### config.mk
export PLATFORM = sky130hd
export DESIGN_NAME = mtcl_top
export DESIGN_NICKNAME = d
export VERILOG_FILES = /design/src/mtcl_pkg.sv /design/src/mtcl_top.sv /design/src/mtcl_channel.sv
export SDC_FILE = /design/constraint.sdc
export NUM_CORES = 1
export LEC_CHECK = 0
export BUFFER_PORTS_ARGS = -buffer_cell sky130_fd_sc_hd__buf_4
export CAP_MARGIN = 0
export CORE_UTILIZATION = 59
export CTS_BUF_LIST = sky130_fd_sc_hd__clkbuf_8 sky130_fd_sc_hd__clkbuf_16
export DETAILED_ROUTE_END_ITERATION = 12
export PLACE_DENSITY = 0.8
export RECOVER_POWER = 50
export SYNTH_ARGS = -nofsm -noshare
export SYNTH_HDL_FRONTEND = slang
export SYNTH_HIERARCHICAL = 1
export SYNTH_SLANG_ARGS = --single-unit
### constraint.sdc
create_clock -name clk -period 3.1 [get_ports clk]
set_input_delay 0.31 -clock clk [delete_from_list [all_inputs] [get_ports clk]]
set_output_delay 0.31 -clock clk [all_outputs]
set_load 0.005 [all_outputs]
### src/mtcl_pkg.sv
// constants, types and register map of the margin trim code limiter
package mtcl_pkg;

    localparam int NCH = 3;

    // register map, channel 2 first
    localparam logic [7:0] TRIM_CTRL_CH2_ADDR = 8'h51;
    localparam logic [7:0] TRIM_CTRL_CH3_ADDR = 8'h52;
    localparam logic [7:0] TRIM_CTRL_CH4_ADDR = 8'h53;
    localparam logic [7:0] TRIM_CODE_CH2_ADDR = 8'h59;
    localparam logic [7:0] TRIM_CODE_CH3_ADDR = 8'h5A;
    localparam logic [7:0] TRIM_CODE_CH4_ADDR = 8'h5B;
    localparam logic [7:0] TRIM_UPPER_LIMIT_CH2_ADDR = 8'h61;
    localparam logic [7:0] TRIM_UPPER_LIMIT_CH3_ADDR = 8'h62;
    localparam logic [7:0] TRIM_UPPER_LIMIT_CH4_ADDR = 8'h63;
    localparam logic [7:0] TRIM_LOWER_LIMIT_CH2_ADDR = 8'h69;
    localparam logic [7:0] TRIM_LOWER_LIMIT_CH3_ADDR = 8'h6A;
    localparam logic [7:0] TRIM_LOWER_LIMIT_CH4_ADDR = 8'h6B;

    localparam logic [7:0] CTRL_ADDR [NCH] = '{TRIM_CTRL_CH2_ADDR, TRIM_CTRL_CH3_ADDR,
        TRIM_CTRL_CH4_ADDR};
    localparam logic [7:0] CODE_ADDR [NCH] = '{TRIM_CODE_CH2_ADDR, TRIM_CODE_CH3_ADDR,
        TRIM_CODE_CH4_ADDR};
    localparam logic [7:0] UPPER_ADDR [NCH] = '{TRIM_UPPER_LIMIT_CH2_ADDR,
        TRIM_UPPER_LIMIT_CH3_ADDR, TRIM_UPPER_LIMIT_CH4_ADDR};
    localparam logic [7:0] LOWER_ADDR [NCH] = '{TRIM_LOWER_LIMIT_CH2_ADDR,
        TRIM_LOWER_LIMIT_CH3_ADDR, TRIM_LOWER_LIMIT_CH4_ADDR};

    // control register fields
    localparam int CTRL_ENABLE_BIT = 2;
    localparam logic [7:0] CTRL_USED_MASK = 8'h07;

    // reset values: limits start inverted so the output stays off until loaded
    localparam logic [7:0] RST_CTRL = 8'h00;
    localparam logic [7:0] RST_CODE = 8'h7F;
    localparam logic [7:0] RST_UPPER = 8'h00;
    localparam logic [7:0] RST_LOWER = 8'hFF;
    localparam logic [7:0] RDATA_NONE = 8'h00;

    typedef enum logic [1:0] {
        MID_1V25 = 2'b00,
        MID_1V00 = 2'b01,
        MID_0V80 = 2'b10,
        MID_0V60 = 2'b11
    } mtcl_offset_e;

    typedef enum logic {
        LD_WAIT = 1'b0,
        LD_RUN = 1'b1
    } mtcl_load_e;

    typedef struct packed {
        logic ctrl;
        logic code;
        logic upper;
        logic lower;
    } mtcl_wr_s;

    typedef struct packed {
        logic [7:0] ctrl;
        logic [7:0] code;
        logic [7:0] upper;
        logic [7:0] lower;
    } mtcl_regs_s;

    typedef struct packed {
        logic drive_en;
        mtcl_offset_e midscale_offset_select;
        logic [7:0] code;
    } mtcl_chan_s;

endpackage

### src/mtcl_top.sv
// margin trim code limiter: register port, startup load and three trim channels
//
// Contract
// - Each channel holds a read/write 8-bit trim code whose value 0x7F is the midscale point.
// - Each channel holds a read/write 8-bit upper limit that replaces a larger trim code.
// - Each channel holds a read/write 8-bit lower limit that replaces a smaller trim code.
// - A lower limit above the upper limit keeps the output off whatever the enable bit says.
// - The output is on only while bit 2 of the channel control register is set.
// - Control bits [1:0] select midscale 1.25 V, 1.0 V, 0.8 V or 0.6 V for codes 00 to 11.
// - Limits and other registers are loaded from nonvolatile storage before software writes are accepted.
`timescale 1ns/10ps
module mtcl_top
    import mtcl_pkg::*;
(
    // clock and reset
    input wire logic clk,
    input wire logic rst_n,
    // startup load from nonvolatile storage
    input wire logic nv_wr,
    input wire logic [7:0] nv_addr,
    input wire logic [7:0] nv_wdata,
    input wire logic nv_done,
    // software register port
    input wire logic reg_wr,
    input wire logic reg_rd,
    input wire logic [7:0] reg_addr,
    input wire logic [7:0] reg_wdata,
    output logic [7:0] reg_rdata,
    output logic reg_rvalid,
    output logic load_done,
    // converter drive, index 0 is channel 2
    output mtcl_chan_s [NCH-1:0] trim_out
);

    mtcl_load_e load_q;
    mtcl_load_e load_d;
    logic [7:0] rdata_q;
    logic [7:0] rdata_d;
    logic rvalid_q;
    logic rvalid_d;
    logic wr_any;
    logic [7:0] wr_addr;
    logic [7:0] wr_data;
    mtcl_wr_s [NCH-1:0] ch_wr;
    mtcl_regs_s [NCH-1:0] ch_regs;
    mtcl_chan_s [NCH-1:0] ch_out;

    // load sequencing: software writes are held off until storage is copied in
    always_comb begin
        load_d = load_q;
        unique case (load_q)
            LD_WAIT: begin
                if (nv_done) begin
                    load_d = LD_RUN;
                end
            end
            LD_RUN: begin
                load_d = LD_RUN;
            end
        endcase
    end

    always_ff @(posedge clk or negedge rst_n) begin
        if (!rst_n) begin
            load_q <= LD_WAIT;
        end else begin
            load_q <= load_d;
        end
    end

    // one write source at a time; the other side is ignored, not queued
    always_comb begin
        if (load_q == LD_RUN) begin
            wr_any = reg_wr;
            wr_addr = reg_addr;
            wr_data = reg_wdata;
        end else begin
            wr_any = nv_wr;
            wr_addr = nv_addr;
            wr_data = nv_wdata;
        end
    end

    always_comb begin
        for (int i = 0; i < NCH; i++) begin
            ch_wr[i].ctrl = wr_any && (wr_addr == CTRL_ADDR[i]);
            ch_wr[i].code = wr_any && (wr_addr == CODE_ADDR[i]);
            ch_wr[i].upper = wr_any && (wr_addr == UPPER_ADDR[i]);
            ch_wr[i].lower = wr_any && (wr_addr == LOWER_ADDR[i]);
        end
    end

    for (genvar g = 0; g < NCH; g++) begin : g_ch
        mtcl_channel u_ch (
            .clk(clk),
            .rst_n(rst_n),
            .wr(ch_wr[g]),
            .wdata(wr_data),
            .regs_q(ch_regs[g]),
            .out_q(ch_out[g])
        );
    end

    // read path: one cycle latency, unmapped addresses read zero
    always_comb begin
        rdata_d = RDATA_NONE;
        rvalid_d = reg_rd;
        if (reg_rd) begin
            for (int i = 0; i < NCH; i++) begin
                if (reg_addr == CTRL_ADDR[i]) begin
                    rdata_d = ch_regs[i].ctrl & CTRL_USED_MASK;
                end
                if (reg_addr == CODE_ADDR[i]) begin
                    rdata_d = ch_regs[i].code;
                end
                if (reg_addr == UPPER_ADDR[i]) begin
                    rdata_d = ch_regs[i].upper;
                end
                if (reg_addr == LOWER_ADDR[i]) begin
                    rdata_d = ch_regs[i].lower;
                end
            end
        end
    end

    always_ff @(posedge clk or negedge rst_n) begin
        if (!rst_n) begin
            rdata_q <= RDATA_NONE;
            rvalid_q <= 1'b0;
        end else begin
            rdata_q <= rdata_d;
            rvalid_q <= rvalid_d;
        end
    end

    assign reg_rdata = rdata_q;
    assign reg_rvalid = rvalid_q;
    assign load_done = load_q == LD_RUN;
    assign trim_out = ch_out;

    for (genvar g = 0; g < NCH; g++) begin : g_chk

    end
endmodule

### src/mtcl_channel.sv
// one trim channel: its four registers and the clamped converter drive
`timescale 1ns/10ps
module mtcl_channel
    import mtcl_pkg::*;
(
    // clock and reset
    input wire logic clk,
    input wire logic rst_n,
    // register writes
    input wire mtcl_wr_s wr,
    input wire logic [7:0] wdata,
    // state
    output mtcl_regs_s regs_q,
    output mtcl_chan_s out_q
);

    mtcl_regs_s regs_d;
    mtcl_chan_s out_d;
    logic inverted;

    always_comb begin
        regs_d = regs_q;
        if (wr.ctrl) begin
            regs_d.ctrl = wdata & CTRL_USED_MASK;
        end
        if (wr.code) begin
            regs_d.code = wdata;
        end
        if (wr.upper) begin
            regs_d.upper = wdata;
        end
        if (wr.lower) begin
            regs_d.lower = wdata;
        end
    end

    always_comb begin
        inverted = regs_q.lower > regs_q.upper;
        out_d.midscale_offset_select = mtcl_offset_e'(regs_q.ctrl[1:0]);
        // inverted limits override the enable bit
        out_d.drive_en = regs_q.ctrl[CTRL_ENABLE_BIT] && !inverted;
        if (regs_q.code > regs_q.upper) begin
            out_d.code = regs_q.upper;
        end else if (regs_q.code < regs_q.lower) begin
            out_d.code = regs_q.lower;
        end else begin
            out_d.code = regs_q.code;
        end
    end

    always_ff @(posedge clk or negedge rst_n) begin
        if (!rst_n) begin
            regs_q <= '{ctrl: RST_CTRL, code: RST_CODE, upper: RST_UPPER, lower: RST_LOWER};
            out_q <= '{drive_en: 1'b0, midscale_offset_select: MID_1V25, code: RST_CODE};
        end else begin
            regs_q <= regs_d;
            out_q <= out_d;
        end
    end

endmodule

==> results of run 1 <==
-- power by group --
part / switching (mW) / internal, mW
combinational: 0.368 / 0.274
sequential: 0.102 / 1.78
clock: 0.752 / 1.23
-- through the flow --
step	utilization	std cells	setup slack (ps)	total power, mW	hold WS [ps]
global route	0.708	1006	273	4.67	94.9
global placement	0.663	973	766	2.49	385
floorplan	-	743	945	2.25	14.4
finish	0.708	1006	594	4.51	102
detailed placement	0.663	973	673	2.53	393
CTS	0.711	1006	614	4.52	92.6
-- cell type report --
| type | count | area [um2] |
|---|---|---|
| Clock buffer | 19 | 453 |
| Fill cell | 928 | 3690 |
| Clock inverter | 13 | 143 |
| Timing Repair Buffer | 93 | 676 |
| Sequential cell | 124 | 3190 |
| Tap cell | 172 | 215 |
| Multi-Input combinational cell | 533 | 4070 |
| Inverter | 52 | 195 |
-- metal layers --
layer	GRT usage	vias to the layer above
li1	-	2856
met1	0.426	3100
met2	0.560	395
met3	0.0722	64
met4	0.151	0
met5	0	-
-- worst paths after layout --
| check | end | cells after the start | from |
|---|---|---|---|
| hold reg to reg | g_ch[1].u_ch/out_q[8]$_DFF_PN0_ | 0 | g_ch[1].u_ch/regs_q[24]$_DFFE_PN0P_ |
| hold / removal | load_done$_DFF_PN0_ | 2 | nv_done |
| max in group asynchronous | g_ch[2].u_ch/out_q[7]$_DFF_PN0_ | 3 | rst_n |
| setup reg to reg | g_ch[1].u_ch/regs_q[23]$_DFFE_PN0P_ | 5 | load_done$_DFF_PN0_ |
| min in group asynchronous | g_ch[0].u_ch/out_q[8]$_DFF_PN0_ | 2 | rst_n |
| setup / recovery | g_ch[1].u_ch/regs_q[23]$_DFFE_PN0P_ | 5 | load_done$_DFF_PN0_ |
-- worst register-to-register path: stages (launching register included) --
cell       delay [ps]
dfrtp_1           530
nand4bb_1         280
o32ai_1           300
nand2_1           220
nor2_1            660
mux2_2            410
-- cells in the final DEF, fill, tap and decap left out, drive strengths merged, types with 3 or more instances in the layout --
| master | count |
|---|---|
| o211ai | 10 |
| a21oi | 32 |
| o22ai | 13 |
| mux2i | 46 |
| nand4b | 3 |
| o21a | 5 |
| nand3 | 4 |
| nor2b | 15 |
| a21o | 3 |
| mux2 | 45 |
| nand2b | 15 |
| nor2 | 42 |
| a31oi | 3 |
| a221oi | 4 |
| a22o | 3 |
| clkbuf | 65 |
| ha | 69 |
| nand4 | 17 |
| inv | 53 |
| buf | 46 |
| a22oi | 5 |
| a221o | 9 |
| and2 | 3 |
| o311a | 4 |
| nor3 | 7 |
| o21ai | 70 |
| nand2 | 73 |
| a32oi | 4 |
| a211oi | 10 |
| clkinv | 8 |
| dfstp | 66 |
| dfrtp | 58 |
| o32a | 5 |
-- registers in the layout, summed over array words and instances (netlist names) --
| register | count |
|---|---|
| g_ch.u_ch/regs_q | 81 |
| g_ch.u_ch/out_q | 33 |
| load_done | 1 |
| reg_rdata | 8 |
| reg_rvalid | 1 |
==> results.txt, run 1 <==
- The flow ran to the end, and the final reports show no timing, DRC or antenna violations.
- Max transition margin: 0.101
- Post-DP Area: roughly 8400 um2
- Number of I/O port buffers: 80
* Total non-filler cell area in the finished layout: 8930 um2
- Worst hold-check path type: in2reg
- Proportion of layout cells with a drive suffix above 1: 0.309
* Die span in x: roughly 120 um
- Routed length per instance: ~21 um
- Cell chain of the critical path: nand4bb_1, o32ai_1, nand2_1, nor2_1, mux2_2
- Number of post-CTS setup repair buffers: 0
* Slowest stage delay, CP: around 660 ps
- In this run the power density over the cells is roughly 500 nW/um2.
* Number of endpoints failing setup at the final stage: 0
* Post-route DRC violation count: 0
- The die covers between 10,000 and 15,000 um2.
* Synthesized area divided by synthesized cell count: a little over 10 um2
* Max-slew violations: 0
- The cell area that synthesis handed to floorplanning was ~7600 um2.
- Detailed routing placed a total of between 10 and 15 mm of wire on met2.
- Slew of the pin with the lowest slew margin: ~1300 ps
* Number of routed nets with antenna violations: 0
- The routed layout has between 6,000 and 7,000 vias.
- Clock-pin slew of the registers on the worst-case setup and hold paths: ~60 ps
- After floorplanning, the core was divided into ~40 placement rows.
- Req. time, crit path: 3400 ps
- Total nets after synthesis: 850
- The initial utilization of the core area, before any placement, comes to 0.603.
- Final RePlAce weighted congestion: 0.937
- Root buffer cell: clkbuf_16
* Number of nets in the finished design: approximately 930
- Count of hold buffers inserted by post-cts repair: 1
* Post-synthesis instance total: between 700 and 800
* Final clock period utilization by the worst path: 0.808
- The final hold violation count was 0.
- During synthesis, Yosys emitted a total of 6 warnings.
* Number of buffers created by CTS: 17
- The worst path in the final design needs a cycle of between 2000 and 3000 ps, including I/O delays and setup.
* Fmax achieved: ~0.40 GHz
- The number of global-route vias before repair is roughly 6,500.
- Data on the critical path arrives at its endpoint at 2800 ps.
- The clock drives 124 sinks.
* Total detailed-routing wirelength: 21.2 mm
* Largest fanout on the critical path: 14
- The critical path is of the reg2reg type.
- The number of antenna violations at the first check in global routing was 0.
* Vias/cell: between 6 and 7
- GR Util All Layers: 0.338
- Post-CTS repair changed the size of 0 cells.
- At the later pin of the worst-skew pair, clock insertion delay measures ~420 ps.
- The first global-routing pass estimated around 34 mm of wire.
* Unrepaired setup endpoints after global routing: no
- Final HPWL from detailed placement: about 15 mm
- Across the VDD grid, the largest voltage drop is about 0.00043 V.
* Final clock skew: between 5 and 6 ps
* Worst setup SP type: flop
- TritonCTS built the clock tree.
- The H-tree was split into 4 levels.
* Setup tns final: 0 ps
* Sum of overflow across all layers after global routing: 0
- The number of buffers and inverters on the critical path is 0.
* Largest delay share family, worst path: simple AND/OR/NAND/NOR gates
- Violation count after the first detailed-routing iteration: approximately 690
* Critical path endpoint category: flop
- LEAKAGE: approximately 4.5 nW
- After detailed routing, no signal wire sits above met4.
* I/O pin count: slightly above 80
- The slowest stage of the critical path is the nor2_1 cell.
- Across all register-to-register paths, the minimum setup slack is around 590 ps.
- In the final routing, the length of wire on met1 measures 8.45 mm.
- In this run the standard cell core region covers 12,600 um2.
- Before antenna repair, the detailed router went through 6 iterations.
- Number of antenna diodes: 0
- Maximum number of pins on one net before global-route repair: 71
* Max-cap violations: 0
- Detail Route met3 WL: 2.00 mm
* Chip Height: ~120 um
- Bufs on Longest Clock Path: 2
- Layout overhead on the synthesized area: 17.3%
Note: power is estimated with default switching activity, not from simulation.
==> run 2: changes to the inputs <==
ABC_AREA = 1   (was default)
clock period = 2.5 ns   (was 3.1 ns; I/O delays follow)
==> results.txt, run 2 <==
* Result of the run: complete, no violations
- Max transition margin: 0.250 (+0.150)
- Routed length per instance: 16.2 um (-23%)
- The clock share of power was 0.337 (-0.102).
- The global-route wire length before repair came to 32.4 mm (-4.7%).
* Max-slew violations: 0 (unchanged)
- The final design area excluding fillers was 8990 um2 (+0.70%).
- Root buffer cell: clkbuf_16
- Setup tns final: 0 ps (unchanged)
- The final hold violation count was 0 (unchanged).
* Synthesized area divided by synthesized cell count: 7.93 um2 (-23%)
- Fmax achieved: 0.463 GHz (+16%)
- Number of routed nets with antenna violations: 0 (unchanged)
- Netlist Area Pre-Place: 7660 um2 (+0.66%)
- Die span in x: 116 um (+0.32%)
- The clock sink count is 124 (unchanged).
- The worst setup path is launched from a flop.
- Final clock skew: 7.54 ps (+2.09 ps)
- The number of placed instances, taps included is 1,209 (+24%).
* Clock-pin slew of the registers on the worst-case setup and hold paths: 50 ps (about the same)
* Largest register FFs: 81 (unchanged)
- Number of cells traversed by the worst hold path: 1 (-1)
* Number of buffers created by CTS: 17 (unchanged)
* Clock latency reported for the late side of the worst-skew pair: 430 ps (about the same)
- Unrepaired setup endpoints after global routing: no
* Req. time, crit path: 2810 ps (-590 ps)
- For hold timing, the worst endpoint is reg_rvalid$_DFF_PN0_.
- Time the final worst path needs with I/O delays and setup: 2160 ps (-347 ps)
* Smallest hold slack: 153 ps (+51.5 ps)
- Most frequent standard cell in the layout excluding fill and tap cells: nand2_1
- The remaining design rule violation count was 0 (unchanged).
- Sum of overflow across all layers after global routing: 0 (unchanged)
- Number of endpoints failing setup at the final stage: 0 (unchanged)
- In this run the worst hold path is classified as in2reg.
* Layout overhead on the synthesized area: 17.4% (about the same)
- Total iterations of the first detailed-routing run: 8 (+2)
* Arrival time at the worst endpoint: 2470 ps (-330 ps)
* Proportion of layout cells with a drive suffix above 1: 0.231 (-0.0787)
- Proportion of total power due to net switching: 0.324 (+0.0525)
* Total internal power: 4.60 mW (+40%)
- The switching power total was 2.20 mW (+80%).
- Highest ir drop seen on vdd: 0.000651 V (+52%)
- The post-synth net total was 1,073 (+26%).
- Final HPWL from detailed placement: 14.7 mm (-2.4%)
- Post-synthesis instance total: 966 (+30%)
- Total detailed-routing wirelength: 20.1 mm (-5.2%)
- The share of the cycle needed by the critical path after routing was 0.863 (+0.0551).
- Source of the worst register-to-register timing path: load_done$_DFF_PN0_
- Number of I/O port buffers: 80 (unchanged)
- The H-tree level count came to 4 (unchanged).
* Post-DP Area: 8480 um2 (+1.3%)
* Violation count after the first detailed-routing iteration: 691 (+0.44%)
- Core outline area: 12,600 um2 (unchanged)
- The area of the die was 13,500 um2 (+0.65%).
- Maximum number of pins on one net before global-route repair: 48 (-32%)
* Chip Height: 116 um (+0.32%)
* Final RePlAce weighted congestion: 0.948 (+1.1%)
- The setup path with the least slack is of type reg2reg.
- Total vias in the final route: 6,943 (+8.2%)
* Combinational fraction of design power: 0.278 (+0.135)
* Core Rows: 41 (unchanged)
- The length in cells of the worst reg-to-reg path was 6 (+1).
- Fin cells: 1,243 (+24%)
- The sequential power share is 0.385 (-0.033).
* I/O pin count: 81 (unchanged)
- Starting density of the core: 0.607 (+0.00397)
- The leakage power is 4.81 nW (+8.0%).
- Initial antenna violation count: 0 (unchanged)
- GR Util All Layers: 0.321 (-0.0171)
* Endpoint of the most critical register-to-register path: g_ch[1].u_ch/regs_q[25]$_DFFE_PN0P_
* Number of antenna diodes: 0 (unchanged)
- The actual slew at the worst max-slew pin was 1120 ps (-225 ps).
- The worst setup path is captured at a flop.
* Largest fanout on the critical path: 17 (+3)
- The Yosys warning count is 6 (unchanged).
- The power density normalized to cell area came to 756 nW/um2 (+50%).
- The buffer depth of the longest clock path came to 2 (unchanged).
- Counting flops per register, the top entry is g_ch.u_ch/regs_q.
- Reg2reg setup slack: 340 ps (-250 ps)
* Number of nets in the finished design: 1,165 (+26%)
* Vias/cell: 5.59 (-12%)
- The number of violations of the max-capacitance limit is 0 (unchanged).
* Worst Min Path Start: reg_rd
* Leading cell types in the layout, fill and taps excluded: 280 x nand2_1, 117 x inv_1, 88 x nand3_1, 83 x o21ai_0
- TritonCTS built the clock tree.
- The number of global-route vias before repair was 6,487 (-0.18%).
run 2: cell count changes in the layout (fill, tap and decap cells not counted), moves of 16 or more:
cell,previous run,this run
nand2_1,73,280
nand3_1,4,88
inv_1,52,117
mux2i_1,46,0
mux2_2,42,12
o21ai_0,59,83
buf_4,46,69
clkbuf_4,39,18
a21oi_1,29,45
run 2: how the worst max path moves through the flow:
stage | startpoint | end | slack, ps | depth (start not counted)
2_1_floorplan | load_done$_DFF_PN0_ | g_ch[0].u_ch/regs_q[12]$_DFFE_PN0P_ | 560 | 9
3_3_place_gp | load_done$_DFF_PN0_ | g_ch[0].u_ch/regs_q[25]$_DFFE_PN0P_ | 590 | 8
3_5_place_dp | load_done$_DFF_PN0_ | g_ch[2].u_ch/regs_q[25]$_DFFE_PN0P_ | 530 | 8
4_1_cts | load_done$_DFF_PN0_ | g_ch[0].u_ch/regs_q[26]$_DFFE_PN0P_ | 460 | 8
5_1_grt | load_done$_DFF_PN0_ | g_ch[1].u_ch/regs_q[25]$_DFFE_PN0P_ | 150 | 8
6_report | load_done$_DFF_PN0_ | g_ch[1].u_ch/regs_q[25]$_DFFE_PN0P_ | 340 | 6
run 2: critical path, stage by stage (launching register included):
cell and delay [ps]:
dfrtp_1 340, clkbuf_1 490, o21ai_0 310, nor2_1 210, nand2_1 90, nor2_1 240
mux2_2 360
run 2: layer usage:
layer,vias up,global-route usage,part of all wire
met5,-,0,0
met4,0,0.132,0.030
met3,49,0.0764,0.092
met2,348,0.494,0.45
met1,3231,0.436,0.43
li1,3315,-,-
run 2: metrics by stage:
step / utilization / setup WS, ps / power [mW]
floorplan: - / 559 / 3.82
global placement: 0.672 / 590 / 4.46
detailed placement: 0.672 / 533 / 4.51
CTS: 0.717 / 459 / 6.82
global route: 0.713 / 151 / 7.18
finish: 0.713 / 341 / 6.80
run 2: timing repair:
item	in CTS	in global routing
setup endpoints to repair	0	0
endpoints found under the hold margin	28	0
hold buffers	2	0
resized for setup	0	0
buffers inserted	0	0
run 2: area by class of cell:
| class | count | area (um2) |
|---|---|---|
| tap | 172 | 215 |
| clock buffer | 20 | 467 |
| inverter | 127 | 482 |
| fill | 980 | 3620 |
| timing repair buffer | 97 | 707 |
| clock inverter | 12 | 82.6 |
| multi-input combinational | 691 | 3860 |
| sequential | 124 | 3190 |
run 2: power groups by stage:
stage          clock network, mW  registers [mW]  logic (mW)
2_1_floorplan                  0            2.62        1.20
3_3_place_gp                   0            2.64        1.82
3_5_place_dp                   0            2.64        1.86
4_1_cts                     2.32            2.62        1.89
5_1_grt                     2.40            2.65        2.13
6_report                    2.29            2.62        1.89
